`src/touch_ctl_pkg.sv`:
```
/*
  Constants for the touch-screen conversion control block: register map,
  field positions, channel and mode encodings, timing figures.
  Assumes a 10 MHz system clock.
*/
package touch_ctl_pkg;
  localparam int          CLK_HZ          = 10_000_000;
  localparam logic [3:0]  ADDR_CONV_CTRL  = 4'h1;
  localparam logic [15:0] CONV_CTRL_RESET = 16'h0000;
  localparam int          POS_PEN_DIS     = 15;
  localparam int          POS_CHAN_HI     = 14;
  localparam int          POS_CHAN_LO     = 12;
  localparam int          POS_MODE_HI     = 11;
  localparam int          POS_MODE_LO     = 10;
  localparam int          POS_ACQ_HI      = 9;
  localparam int          POS_ACQ_LO      = 8;
  localparam int          POS_TMR_HI      = 7;
  localparam int          POS_TMR_LO      = 0;
  localparam int          POS_GPIO_EN     = 13;
  // Channel codes
  localparam logic [2:0]  CH_XPLUS        = 3'h7;
  localparam logic [2:0]  CH_YPLUS        = 3'h6;
  localparam logic [2:0]  CH_PRESS_ONE    = 3'h5;
  localparam logic [2:0]  CH_PRESS_TWO    = 3'h4;
  localparam logic [2:0]  CH_AUX          = 3'h3;
  localparam logic [2:0]  CH_BATT         = 3'h2;
  localparam logic [2:0]  CH_TEMP         = 3'h1;
  localparam logic [2:0]  CH_NONE         = 3'h0;
  // Mode codes
  localparam logic [1:0]  MODE_IDLE       = 2'h0;
  localparam logic [1:0]  MODE_SINGLE     = 2'h1;
  localparam logic [1:0]  MODE_SLAVE      = 2'h2;
  localparam logic [1:0]  MODE_MASTER     = 2'h3;
  // Timing in converter clock periods (2 MHz nominal, 500 ns), microseconds and system cycles
  localparam int          ACQ_BASE_PER    = 4;
  localparam int          CONV_PER_NS     = 500;
  localparam int          CONV_PER_CYC    = CONV_PER_NS / (1_000_000_000 / CLK_HZ);
  localparam int          TEMP_SETTLE_US  = 16;
  localparam int          TEMP_SETTLE_CYC = TEMP_SETTLE_US * (CLK_HZ / 1_000_000);
  localparam int          TMR_BASE_US     = 550;
  localparam int          TMR_STEP_US     = 35;
  localparam int          TMR_BASE_CYC    = TMR_BASE_US * (CLK_HZ / 1_000_000);
  localparam int          TMR_STEP_CYC    = TMR_STEP_US * (CLK_HZ / 1_000_000);
  localparam int          CONV_US         = 8;
  localparam int          CONV_CYC        = CONV_US * (CLK_HZ / 1_000_000);
  localparam int          FCD_US          = 1024;
  localparam int          FCD_CYC         = FCD_US * (CLK_HZ / 1_000_000);
endpackage

```
`src/touch_conv_ctl.sv`:
```
/*
  Conversion control register and sequencer of a touch-screen converter.
  Assumes a host port that gives one-cycle write/read strobes with address,
  a converter result word from the analog core, and a synchronous pen input.
*/
`timescale 1ns/10ps
// Operation
// - Bit 15 routes pen irq or general irq
// - Decode three-bit manual channel field
// - Decode two-bit conversion mode field
// - Acquisition 4, 8, 16, 32 clock periods
// - Temperature uses fixed 16 us settling
// - Interval 550 us plus 35 us steps
// - Slave mode: timer starts after sequence
// - Master mode: restart timer while touched
// - Release stops timer; touch starts sequence
// - GPIO enabled skips aux and battery in slave and master sequences
// - Aux and battery selected: battery only
// - Clear mode at end when timer zero, in single and slave mode only
// - First-conversion delay per screen channel, end
module touch_conv_ctl #(
  parameter int FCD_CYCLES = touch_ctl_pkg::FCD_CYC,
  parameter int TMR_BASE   = touch_ctl_pkg::TMR_BASE_CYC,
  parameter int TMR_STEP   = touch_ctl_pkg::TMR_STEP_CYC
) (
  input  wire logic        sys_clk_in,
  input  wire logic        sys_rst_in,
  input  wire logic        reg_wr_in,
  input  wire logic        reg_rd_in,
  input  wire logic [3:0]  reg_addr_in,
  input  wire logic [15:0] reg_wdata_in,
  input  wire logic        gpio_enable_in,
  input  wire logic [5:0]  seq_channels_in,
  input  wire logic        pen_touch_in,
  input  wire logic        data_ready_in,
  input  wire logic [11:0] adc_result_in,
  output logic [15:0]      reg_rdata_out,
  output logic             pen_down_irq_out,
  output logic             general_irq_enable_out,
  output logic [2:0]       convert_channel_out,
  output logic             convert_start_out,
  output logic             sequence_busy_out,
  output logic [11:0]      result_out [8]
);
  if (FCD_CYCLES < 1 || TMR_BASE < 1 || TMR_STEP < 1)
  begin : g_bad_timing
    $error("touch_conv_ctl: timing parameters must be positive");
  end

  typedef enum logic [5:0] {
    ST_IDLE  = 6'b00_0001,
    ST_FCD   = 6'b00_0010,
    ST_ACQ   = 6'b00_0100,
    ST_CONV  = 6'b00_1000,
    ST_END   = 6'b01_0000,
    ST_WAIT  = 6'b10_0000
  } seq_state_t;

  // ----------------------------------------------------------------
  // Helpers
  // ----------------------------------------------------------------
  function automatic logic is_screen(input logic [2:0] ch);
    is_screen = ch[2];
  endfunction

  // Sequence bit i corresponds to channel code i+2 (battery..X plus)
  function automatic logic [5:0] filter_seq(input logic [5:0] sel, input logic gp);
    logic [5:0] s;
    s = sel;
    if (gp)
      s[1:0] = 2'b00;
    else if (s[0] && s[1])
      s[1] = 1'b0;
    filter_seq = s;
  endfunction

  logic [15:0] conv_ctrl;
  seq_state_t  state;
  logic [23:0] count;
  logic [7:0]  pending;
  logic [7:0]  avail;
  logic [2:0]  cur_ch;
  logic        pen_q;
  logic        seq_end;
  logic [1:0]  mode;
  logic [7:0]  tmr;
  logic [2:0]  next_ch;
  logic [23:0] acq_cyc;
  logic [23:0] wait_cyc;

  assign mode     = conv_ctrl[touch_ctl_pkg::POS_MODE_HI:touch_ctl_pkg::POS_MODE_LO];
  assign tmr      = conv_ctrl[touch_ctl_pkg::POS_TMR_HI:touch_ctl_pkg::POS_TMR_LO];
  assign seq_end  = (state == ST_END) && (count == 24'h00_0000);

  // Acquisition length in system cycles
  always_comb
  begin
    if (cur_ch == touch_ctl_pkg::CH_TEMP)
      acq_cyc = 24'(touch_ctl_pkg::TEMP_SETTLE_CYC);
    else
      acq_cyc = 24'((touch_ctl_pkg::ACQ_BASE_PER * touch_ctl_pkg::CONV_PER_CYC)
                << conv_ctrl[touch_ctl_pkg::POS_ACQ_HI:touch_ctl_pkg::POS_ACQ_LO]);
  end

  // Interval length: base plus step per code above one
  always_comb
  begin
    wait_cyc = 24'(TMR_BASE + (int'(tmr) - 1) * TMR_STEP);
  end

  // Highest pending channel first, skipping the one in conversion
  always_comb
  begin
    avail   = (state == ST_CONV) ? (pending & ~(8'h01 << cur_ch)) : pending;
    next_ch = touch_ctl_pkg::CH_NONE;
    for (int i = 0; i < 8; i++)
      if (avail[i])
        next_ch = 3'(i);
  end

  // ----------------------------------------------------------------
  // Register port
  // ----------------------------------------------------------------
  always_ff @(posedge sys_clk_in)
  begin
    if (sys_rst_in)
      conv_ctrl <= touch_ctl_pkg::CONV_CTRL_RESET;
    else if (reg_wr_in && reg_addr_in == touch_ctl_pkg::ADDR_CONV_CTRL)
      conv_ctrl <= reg_wdata_in;
    else if (seq_end && tmr == 8'h00 &&
             (mode == touch_ctl_pkg::MODE_SINGLE || mode == touch_ctl_pkg::MODE_SLAVE))
      conv_ctrl[touch_ctl_pkg::POS_MODE_HI:touch_ctl_pkg::POS_MODE_LO]
        <= touch_ctl_pkg::MODE_IDLE;
  end

  always_ff @(posedge sys_clk_in)
  begin
    if (sys_rst_in)
      reg_rdata_out <= 16'h0000;
    else if (reg_rd_in && reg_addr_in == touch_ctl_pkg::ADDR_CONV_CTRL)
      reg_rdata_out <= conv_ctrl;
    else if (reg_rd_in && reg_addr_in[3])
      reg_rdata_out <= {4'h0, result_out[reg_addr_in[2:0]]};
    else if (reg_rd_in)
      reg_rdata_out <= 16'h0000;
  end

  // ----------------------------------------------------------------
  // Interrupt routing
  // ----------------------------------------------------------------
  always_ff @(posedge sys_clk_in)
  begin
    if (sys_rst_in)
    begin
      pen_down_irq_out       <= 1'b0;
      general_irq_enable_out <= 1'b0;
      pen_q                  <= 1'b0;
    end
    else
    begin
      pen_down_irq_out       <= pen_touch_in && !conv_ctrl[touch_ctl_pkg::POS_PEN_DIS];
      general_irq_enable_out <= conv_ctrl[touch_ctl_pkg::POS_PEN_DIS];
      pen_q                  <= pen_touch_in;
    end
  end

  // ----------------------------------------------------------------
  // Sequencer
  // ----------------------------------------------------------------
  always_ff @(posedge sys_clk_in)
  begin
    if (sys_rst_in)
    begin
      state             <= ST_IDLE;
      count             <= 24'h00_0000;
      pending           <= 8'h00;
      cur_ch            <= touch_ctl_pkg::CH_NONE;
      convert_start_out <= 1'b0;
      convert_channel_out <= touch_ctl_pkg::CH_NONE;
      sequence_busy_out <= 1'b0;
    end
    else
    begin
      convert_start_out <= 1'b0;
      case (state)
        ST_IDLE:
        begin
          if (mode == touch_ctl_pkg::MODE_SINGLE &&
              conv_ctrl[touch_ctl_pkg::POS_CHAN_HI:touch_ctl_pkg::POS_CHAN_LO]
                != touch_ctl_pkg::CH_NONE)
          begin
            pending <= 8'h01 << conv_ctrl[touch_ctl_pkg::POS_CHAN_HI:touch_ctl_pkg::POS_CHAN_LO];
            state   <= ST_FCD;
            count   <= 24'(FCD_CYCLES);
            sequence_busy_out <= 1'b1;
          end
          else if (mode == touch_ctl_pkg::MODE_SLAVE ||
                   (mode == touch_ctl_pkg::MODE_MASTER && pen_touch_in && !pen_q))
          begin
            pending <= {filter_seq(seq_channels_in, gpio_enable_in), 2'b00};
            state   <= ST_FCD;
            count   <= 24'(FCD_CYCLES);
            sequence_busy_out <= 1'b1;
          end
        end
        ST_FCD:
        begin
          if (count != 24'h00_0000)
            count <= count - 24'h00_0001;
          else
          begin
            cur_ch <= next_ch;
            count  <= (next_ch == touch_ctl_pkg::CH_NONE) ? 24'(FCD_CYCLES) : 24'h00_0000;
            state  <= (next_ch == touch_ctl_pkg::CH_NONE) ? ST_END : ST_ACQ;
          end
        end
        ST_ACQ:
        begin
          if (count < acq_cyc)
            count <= count + 24'h00_0001;
          else
          begin
            convert_channel_out <= cur_ch;
            convert_start_out   <= 1'b1;
            count <= 24'(touch_ctl_pkg::CONV_CYC);
            state <= ST_CONV;
          end
        end
        ST_CONV:
        begin
          if (count != 24'h00_0000)
            count <= count - 24'h00_0001;
          else
          begin
            pending[cur_ch] <= 1'b0;
            cur_ch          <= next_ch;
            if (next_ch == touch_ctl_pkg::CH_NONE || is_screen(next_ch))
            begin
              count <= 24'(FCD_CYCLES);
              state <= (next_ch == touch_ctl_pkg::CH_NONE) ? ST_END : ST_FCD;
            end
            else
            begin
              count <= 24'h00_0000;
              state <= ST_ACQ;
            end
          end
        end
        ST_END:
        begin
          if (count != 24'h00_0000)
            count <= count - 24'h00_0001;
          else if (tmr == 8'h00 || mode == touch_ctl_pkg::MODE_SINGLE ||
                   (mode == touch_ctl_pkg::MODE_MASTER && !pen_touch_in))
          begin
            state <= ST_IDLE;
            sequence_busy_out <= 1'b0;
          end
          else
          begin
            count <= wait_cyc;
            state <= ST_WAIT;
          end
        end
        ST_WAIT:
        begin
          if (mode == touch_ctl_pkg::MODE_IDLE ||
              (mode == touch_ctl_pkg::MODE_MASTER && !pen_touch_in))
          begin
            state <= ST_IDLE;
            sequence_busy_out <= 1'b0;
          end
          else if (count != 24'h00_0000)
            count <= count - 24'h00_0001;
          else
          begin
            pending <= {filter_seq(seq_channels_in, gpio_enable_in), 2'b00};
            count <= 24'(FCD_CYCLES);
            state <= ST_FCD;
          end
        end
        default:
          state <= ST_IDLE;
      endcase
    end
  end

  // Result capture
  always_ff @(posedge sys_clk_in)
  begin
    if (sys_rst_in)
    begin
      for (int i = 0; i < 8; i++)
        result_out[i] <= 12'h000;
    end
    else if (data_ready_in)
      result_out[convert_channel_out] <= adc_result_in;
  end
endmodule // touch_conv_ctl

```
`config.mk`:
```
export PLATFORM = sky130hd
export DESIGN_NAME = touch_conv_ctl
export DESIGN_NICKNAME = d
export VERILOG_FILES = /design/src/touch_ctl_pkg.sv /design/src/touch_conv_ctl.sv
export SDC_FILE = /design/constraint.sdc
export NUM_CORES = 1
export LEC_CHECK = 0
export BUFFER_PORTS_ARGS = -buffer_cell sky130_fd_sc_hd__clkbuf_2
export CAP_MARGIN = 20
export CORE_AREA = 4 4 150 152
export DETAILED_ROUTE_END_ITERATION = 7
export DIE_AREA = 0 0 154 156
export PLACE_DENSITY = 0.75
export SYNTH_ARGS = -nofsm -noshare
export SYNTH_HDL_FRONTEND = slang
export SYNTH_SLANG_ARGS = --single-unit
```
`constraint.sdc`:
```
create_clock -name sys_clk_in -period 5.96 [get_ports sys_clk_in]
set_clock_uncertainty 0.2 [all_clocks]
set_input_delay 1.49 -clock sys_clk_in [delete_from_list [all_inputs] [get_ports sys_clk_in]]
set_output_delay 1.49 -clock sys_clk_in [all_outputs]
set_load 0.01 [all_outputs]
```
# Yosys cells after proc, flatten, opt, wreduce, memory -nomap -nowiden
# Index checks and enable logic that the tools add are counted.
# Widths: inputs -> output; s select.
[totals]
elab_cells = 171
input_bits = 45
register_bits = 177
[op_classes]
n_lt_le_gt_ge = 6
reduce_logical = 42
bitwise = 9
n_mul = 1
shift = 3
n_addsub = 4
eq_ne = 22
n_mux = 63
[op_table]
columns = ["operator", "count"]
rows = [
  ["$mux 24", 10],
  ["$pmux 24 s6", 1],
  ["$bwmux 96", 1],
  ["$mux 6", 9],
  ["$mux 16", 3],
  ["$mux 8", 6],
  ["$bmux 12 s3", 1],
  ["$demux 12 s3", 1],
  ["$mux 12", 3],
  ["$pmux 6 s6", 1],
  ["$mux 14", 2],
  ["$add 24x1->24 const B", 1],
  ["$logic_not 24->1", 1],
  ["$lt 24x24->1", 1],
  ["$pmux 8 s3", 1],
  ["$reduce_bool 24->1", 1],
  ["$shl 5x2->24 const A", 1],
  ["$sub 24x1->24 const B", 1],
  ["$add 14x19->20 const A", 1],
  ["$mul 9x9->18 const B", 1],
  ["$mux 3", 6],
  ["$and 8x8->8", 2],
  ["$not 8->8", 2],
  ["$shl 1x3->8 const A", 2],
  ["other kinds (39)", 91],
]

# Depth between registers and ports, before layout
[logic_depth]
depth_word = 16
mapped_depth = 24

# Worst setup path before layout
# OpenSTA, ideal clock, no wires.
[synth_timing]
path_kind = "register to register"
start = "reg conv_ctrl[0]"
end = "reg count[19]"
path_slack_ns = -0.439
arrival_time_ns = 6.066
period_less_slack_ns = 6.399
stages_incl_launch_ff = 22
required_ns = 5.627
n_path_buf = 0
cell_sequence = "dfxtp_1 > inv_1 > ha_1 > nor3b_1 > nor3b_2 > ha_1 > xor2_1 > fa_1 > fa_1 > inv_1 > fa_1 > inv_1 > ha_1 > or3_1 > a21oi_1 > a211oi_1 > o21ai_0 > o311ai_1 > a2111oi_4 > a211oi_2 > o211ai_1 > a31oi_1"
[synth_between]
elab_chain_len = 6
elab_cells_between_ends = 11
cone_classes = "add/sub: 2; mul: 1; eq/ne: 1; mux: 3; reduce/logical: 4"
[synth_lines]
columns = ["element", "line", "rtl"]
rows = [
  ["start: declaration", "touch_conv_ctl.sv:77", "logic [15:0] conv_ctrl;"],
  ["start signal: assignment", "touch_conv_ctl.sv:127", "conv_ctrl <= touch_ctl_pkg::CONV_CTRL_RESET;"],
  ["start signal: assignment", "touch_conv_ctl.sv:129", "conv_ctrl <= reg_wdata_in;"],
  ["$sub 8x1->9", "touch_conv_ctl.sv:108", "wait_cyc = 24'(TMR_BASE + (int'(tmr) - 1) * TMR_STEP);"],
  ["$mul 9x9->18", "touch_conv_ctl.sv:108", ""],
  ["$add 14x19->20", "touch_conv_ctl.sv:108", ""],
  ["$mux 24", "touch_conv_ctl.sv:253", "else if (tmr == 8'h00 || mode == touch_ctl_pkg::MODE_SINGLE ||"],
  ["$mux 24", "touch_conv_ctl.sv:251", "if (count != 24'h00_0000)"],
  ["$pmux 24 s6", "touch_conv_ctl.sv:185", "case (state)"],
  ["end signal: assignment", "touch_conv_ctl.sv:194", "count <= 24'(FCD_CYCLES);"],
  ["end signal: assignment", "touch_conv_ctl.sv:252", "count <= count - 24'h00_0001;"],
  ["end signal: assignment", "touch_conv_ctl.sv:261", "count <= wait_cyc;"],
  ["end: declaration", "touch_conv_ctl.sv:79", "logic [23:0] count;"],
]
# Parallel ways exist; a longest one is shown, timed or not. The select of a mux whose other input is x is not followed.
# A chain may end at the register's enable or synchronous reset.

# Final worst setup path
[layout_timing]
start = "reg conv_ctrl[1]"
end = "reg count[21]"
# The elaborated chain is that of the path after synthesis.

==> results.txt <==
The total nets after synthesis came out at roughly 1500. The longest clock path from root to sink contains 2 buffers. Summed over all layers, the routed wires come to approximately 34 mm. The number of fill cells came out at approximately 1800. The total power after layout came out at between 0.005 and 0.006 W. The headroom to the max-slew limit is between 20 and 30%.

The floorplan step set the die width to around 150 um. In this run the worst path has a maximum fanout of 5. The post-layout utilization of the core is a little under two thirds.

The number of sinks handled by clock tree synthesis came out at 176. The most frequently used flop master after synthesis is sky130_fd_sc_hd__dfxtp_1. The design internal power is 0.003354 W. The total vias in the final route is around 11000.

After the first detailed-routing iteration, the DRC count stood at 954. The most frequently used cell type in the post-synthesis netlist is sky130_fd_sc_hd__nand2_1. The global-route wire length before repair is approximately 54 mm. The leakage power is 5.389 nW. The antenna diode instance count is 0. The number of warning messages in the yosys log came out at 0. The worst-case vdd ir drop came out at around 0.00052 V. The initial antenna violation count came to 1. The area of the die is around 24000 um2. The slowest stage of the critical path belongs to the cell sky130_fd_sc_hd__fa_2. The remaining antenna violation count came out at 0. In this design, the largest share of critical-path delay is due to adder cells. The clock network fraction of total power came out at between 10% and 20%.

The critical path goes through inv_2, ha_4, or3b_4, or3_4, nand2_2, xnor2_1, ha_1, fa_1, inv_1, fa_1, fa_2, inv_2, ha_4, o211ai_1, o21a_2, o2111a_1, nor3_4, o311ai_4, a2111oi_4, buf_4, a21oi_2, o2111ai_1, a31oi_1. STA puts the critical path data required time at approximately 6000 ps. The number of placement rows is between 50 and 60. In the routed design, unresolved DRC markers number 0. The switching share of total power came out at a little over two fifths. The final cell count without fillers came out at about 1800. The count of buffers added on input and output ports is about 160. The H-tree was split into 4 levels.

In the final layout, the share of cells above drive strength 1 is 23.62%. The startpoint class of the critical path is a flop. The part of the total power dissipated in combinational logic came out at 59.2%. Setup repair after global routing could not meet its margin everywhere.

The share of the clock period used by the worst path is 100.6%. Sorting the synthesized cells by area gives the leading types as sky130_fd_sc_hd__dfxtp_1, sky130_fd_sc_hd__nand2_1, sky130_fd_sc_hd__a21oi_1. The total of endpoints with negative setup slack in the final report came out at 3. For this design the ratio of total power to cell area is about 440 nW/um2. The number of global-route vias before repair is 10557. The mean instance size in the synthesized netlist came out at about 8.0 um2. STA classifies the critical path endpoint as a flop. The setup TNS after final layout came out at -51.95 ps. The smallest clock period supported by the final layout is computed as 5996 ps. The critical path in this run is classified as flop to flop. The transition at the pin with the smallest max-transition slack is approximately 1100 ps. The mapped netlist covers ~11000 um2. The largest total area in the synthesized netlist belongs to sky130_fd_sc_hd__dfxtp_1. TritonCTS built the clock tree. The synthesized design contains 0 enable-type register cells. The flow ran to the end, but the final reports show violations. The final reports fail on negative setup slack. STA puts the critical path data arrival time at 6100 ps. Clock latency on the worst-skew pair, taken at its later pin, is between 400 and 500 ps. The global route total overflow is 0.

The overall global routing resource usage came out at roughly 28%. The final layout contains 1665 nets. The register clock-pin slew on the reported worst setup and hold paths came out at 80 ps.

The number of search-and-repair iterations in the first detailed-routing pass is 5. The commonest cells after synthesis are sky130_fd_sc_hd__nand2_1, sky130_fd_sc_hd__dfxtp_1, sky130_fd_sc_hd__a21oi_1, sky130_fd_sc_hd__nor2_1, sky130_fd_sc_hd__inv_1. The number of unique standard cell types used by synthesis came out at 84. The worst hold path class is flop to flop.

The final count of pins violating max slew is 0. The placeable core region came out at between 20000 and 25000 um2. The register area came out at about 3500 um2. The share of the synthesized area in the top cell type came out at 31.72%. Static timing analysis puts the maximum clock frequency at approximately 170 MHz. Entering global routing, the biggest net connects 73 pins. The power spent charging and discharging nets is approximately 0.0025 W. The number of cells produced by synthesis is roughly 1400. The initial standard-cell utilization of the core is between 50% and 60%. The share of total power in sequential cells came out at about a fifth.

The combined buffer and inverter count along the critical path came out at 4. The cell sitting at the root of the clock tree is a sky130_fd_sc_hd__clkbuf_16. The maximum cell stage delay along the critical path is approximately 580 ps.

At the placement stage, the worst setup path has a slack of -142.5 ps. Max-cap violations in this run came to 0. The area of the multi-input gates is ~7300 um2. In the synthesized netlist the async set-or-reset flop fraction comes to 0%. The final weighted congestion in routability-driven placement is 0.9146.

The routed wirelength normalized by instance count came out at 18.57 um. The layout overhead on the synthesized area came out at 19.89%. about 160 I/O pins were placed. The register bit count reported by yosys came out at roughly 180. Summing the sequential cell areas from Yosys gives about a third of the chip area. Summed over all nets, the half-perimeter wirelength after detailed placement is between 20 and 25 mm. The minimum setup slack in the final design is -35.62 ps. The floorplan die height is 156 um. The detailed-route vias per instance is about 6. Counting the buffers created by CTS gives 17. The hold violation count in the final report is 0.

The number of placed instances, taps included is roughly 1800.
-- cell type report --
cell class	instances	area share, %
multi-input cells	1044	54.47
clock inverters	15	1.550
well taps	275	2.584
flip-flops and latches	176	26.47
inverters	82	2.311
clock buffers	17	3.194
repair buffers	220	9.414
-- worst register-to-register path: cells and delay by family (launching register included) --
kind                       cells  cell delay (ps)
and+or+nand+nor                4             1100
DFF                            1              330
xor gates and xnor gates       1              120
adders and majority gates      6             2210
AOI/OAI and AO/OA              8             1530
buffers and inverters          4              360
-- metrics by stage --
stage               hold WS (ps)  area (um2)
floorplan                  226.8       11180
global placement           253.8       12300
detailed placement         262.5       12300
CTS                        274.4       13030
global route               295.7       13320
finish                     274.6       13320
-- power groups by stage --
stage	clock network, W	logic (W)	registers [W]
2_1_floorplan	0	0.00213	0.00126
3_3_place_gp	0	0.00276	0.00126
3_5_place_dp	0	0.00282	0.00126
4_1_cts	0.00117	0.00297	0.00123
5_1_grt	0.00123	0.00383	0.00124
6_report	0.00117	0.00349	0.00123
-- metal layers --
layer / wire, um / up-vias / global-route usage (%)
met5: 14 / - / 0
met4: 971 / 2 / 10.30
met3: 2907 / 57 / 7.712
met2: 16910 / 441 / 47.13
met1: 13160 / 5192 / 33.37
li1: - / 5136 / -
-- placed cells by master, fill, tap and decap left out, types with 7 or more instances in the layout --
| cell type | count |
|---|---|
| sky130_fd_sc_hd__xor2_1 | 20 |
| sky130_fd_sc_hd__a211oi_1 | 16 |
| sky130_fd_sc_hd__ha_1 | 50 |
| sky130_fd_sc_hd__nor2_1 | 91 |
| sky130_fd_sc_hd__a31oi_1 | 7 |
| sky130_fd_sc_hd__xnor2_1 | 21 |
| sky130_fd_sc_hd__mux4_2 | 24 |
| sky130_fd_sc_hd__a21oi_1 | 152 |
| sky130_fd_sc_hd__buf_4 | 56 |
| sky130_fd_sc_hd__a21o_1 | 7 |
| sky130_fd_sc_hd__nor2b_1 | 10 |
| sky130_fd_sc_hd__or3_1 | 7 |
| sky130_fd_sc_hd__clkinv_8 | 8 |
| sky130_fd_sc_hd__inv_2 | 7 |
| sky130_fd_sc_hd__nand2_1 | 289 |
| sky130_fd_sc_hd__dfxtp_1 | 174 |
| sky130_fd_sc_hd__nand2b_1 | 15 |
| sky130_fd_sc_hd__nand3_1 | 27 |
| sky130_fd_sc_hd__a22oi_1 | 27 |
| sky130_fd_sc_hd__clkbuf_2 | 162 |
| sky130_fd_sc_hd__inv_1 | 75 |
| sky130_fd_sc_hd__fa_1 | 22 |
| sky130_fd_sc_hd__o21ai_0 | 38 |
| sky130_fd_sc_hd__nor3_1 | 22 |
| sky130_fd_sc_hd__o22ai_1 | 9 |
| sky130_fd_sc_hd__mux2_2 | 14 |
| sky130_fd_sc_hd__clkbuf_16 | 17 |
| sky130_fd_sc_hd__o21a_1 | 7 |
| sky130_fd_sc_hd__nor4_1 | 7 |
-- registers in the layout, summed over array words and instances (netlist names) --
signal,count
sequence_busy_out,1
convert_channel_out,3
conv_ctrl,16
convert_start_out,1
pen_q,1
general_irq_enable_out,1
pen_down_irq_out,1
pending,7
result_out,96
count,24
state,6
cur_ch,3
reg_rdata_out,16
-- final timing paths --
| path | start | to | slack, ps | depth (start not counted) |
|---|---|---|---|---|
| setup / recovery | conv_ctrl[1] | count[21] | -40 | 23 |
| setup reg to reg | conv_ctrl[1] | count[21] | -40 | 23 |
| hold reg to reg | result_out[58] | result_out[58] | 270 | 2 |
| hold / removal | result_out[58] | result_out[58] | 270 | 2 |
-- cell families (layout without fill, tap and decap cells) --
kind of cell               after synthesis  in the layout  share of synthesized area, %
and+or+nand+nor                        534            534                         21.72
DFF                                    176            176                         31.72
adders and majority gates               79             79                         10.52
AOI/OAI and AO/OA                      340            340                         19.27
buffers and inverters                  173            334                         6.116
muxes                                   44             44                         6.826
xor gates and xnor gates                47             47                         3.830
-- what timing repair did --
item,CTS,global route
hold buffers,0,0
gates resized for setup,18,40
setup endpoints to repair,8,13
setup buffers,2,12
pin swaps,10,20
(Power assumes the default switching activity.)
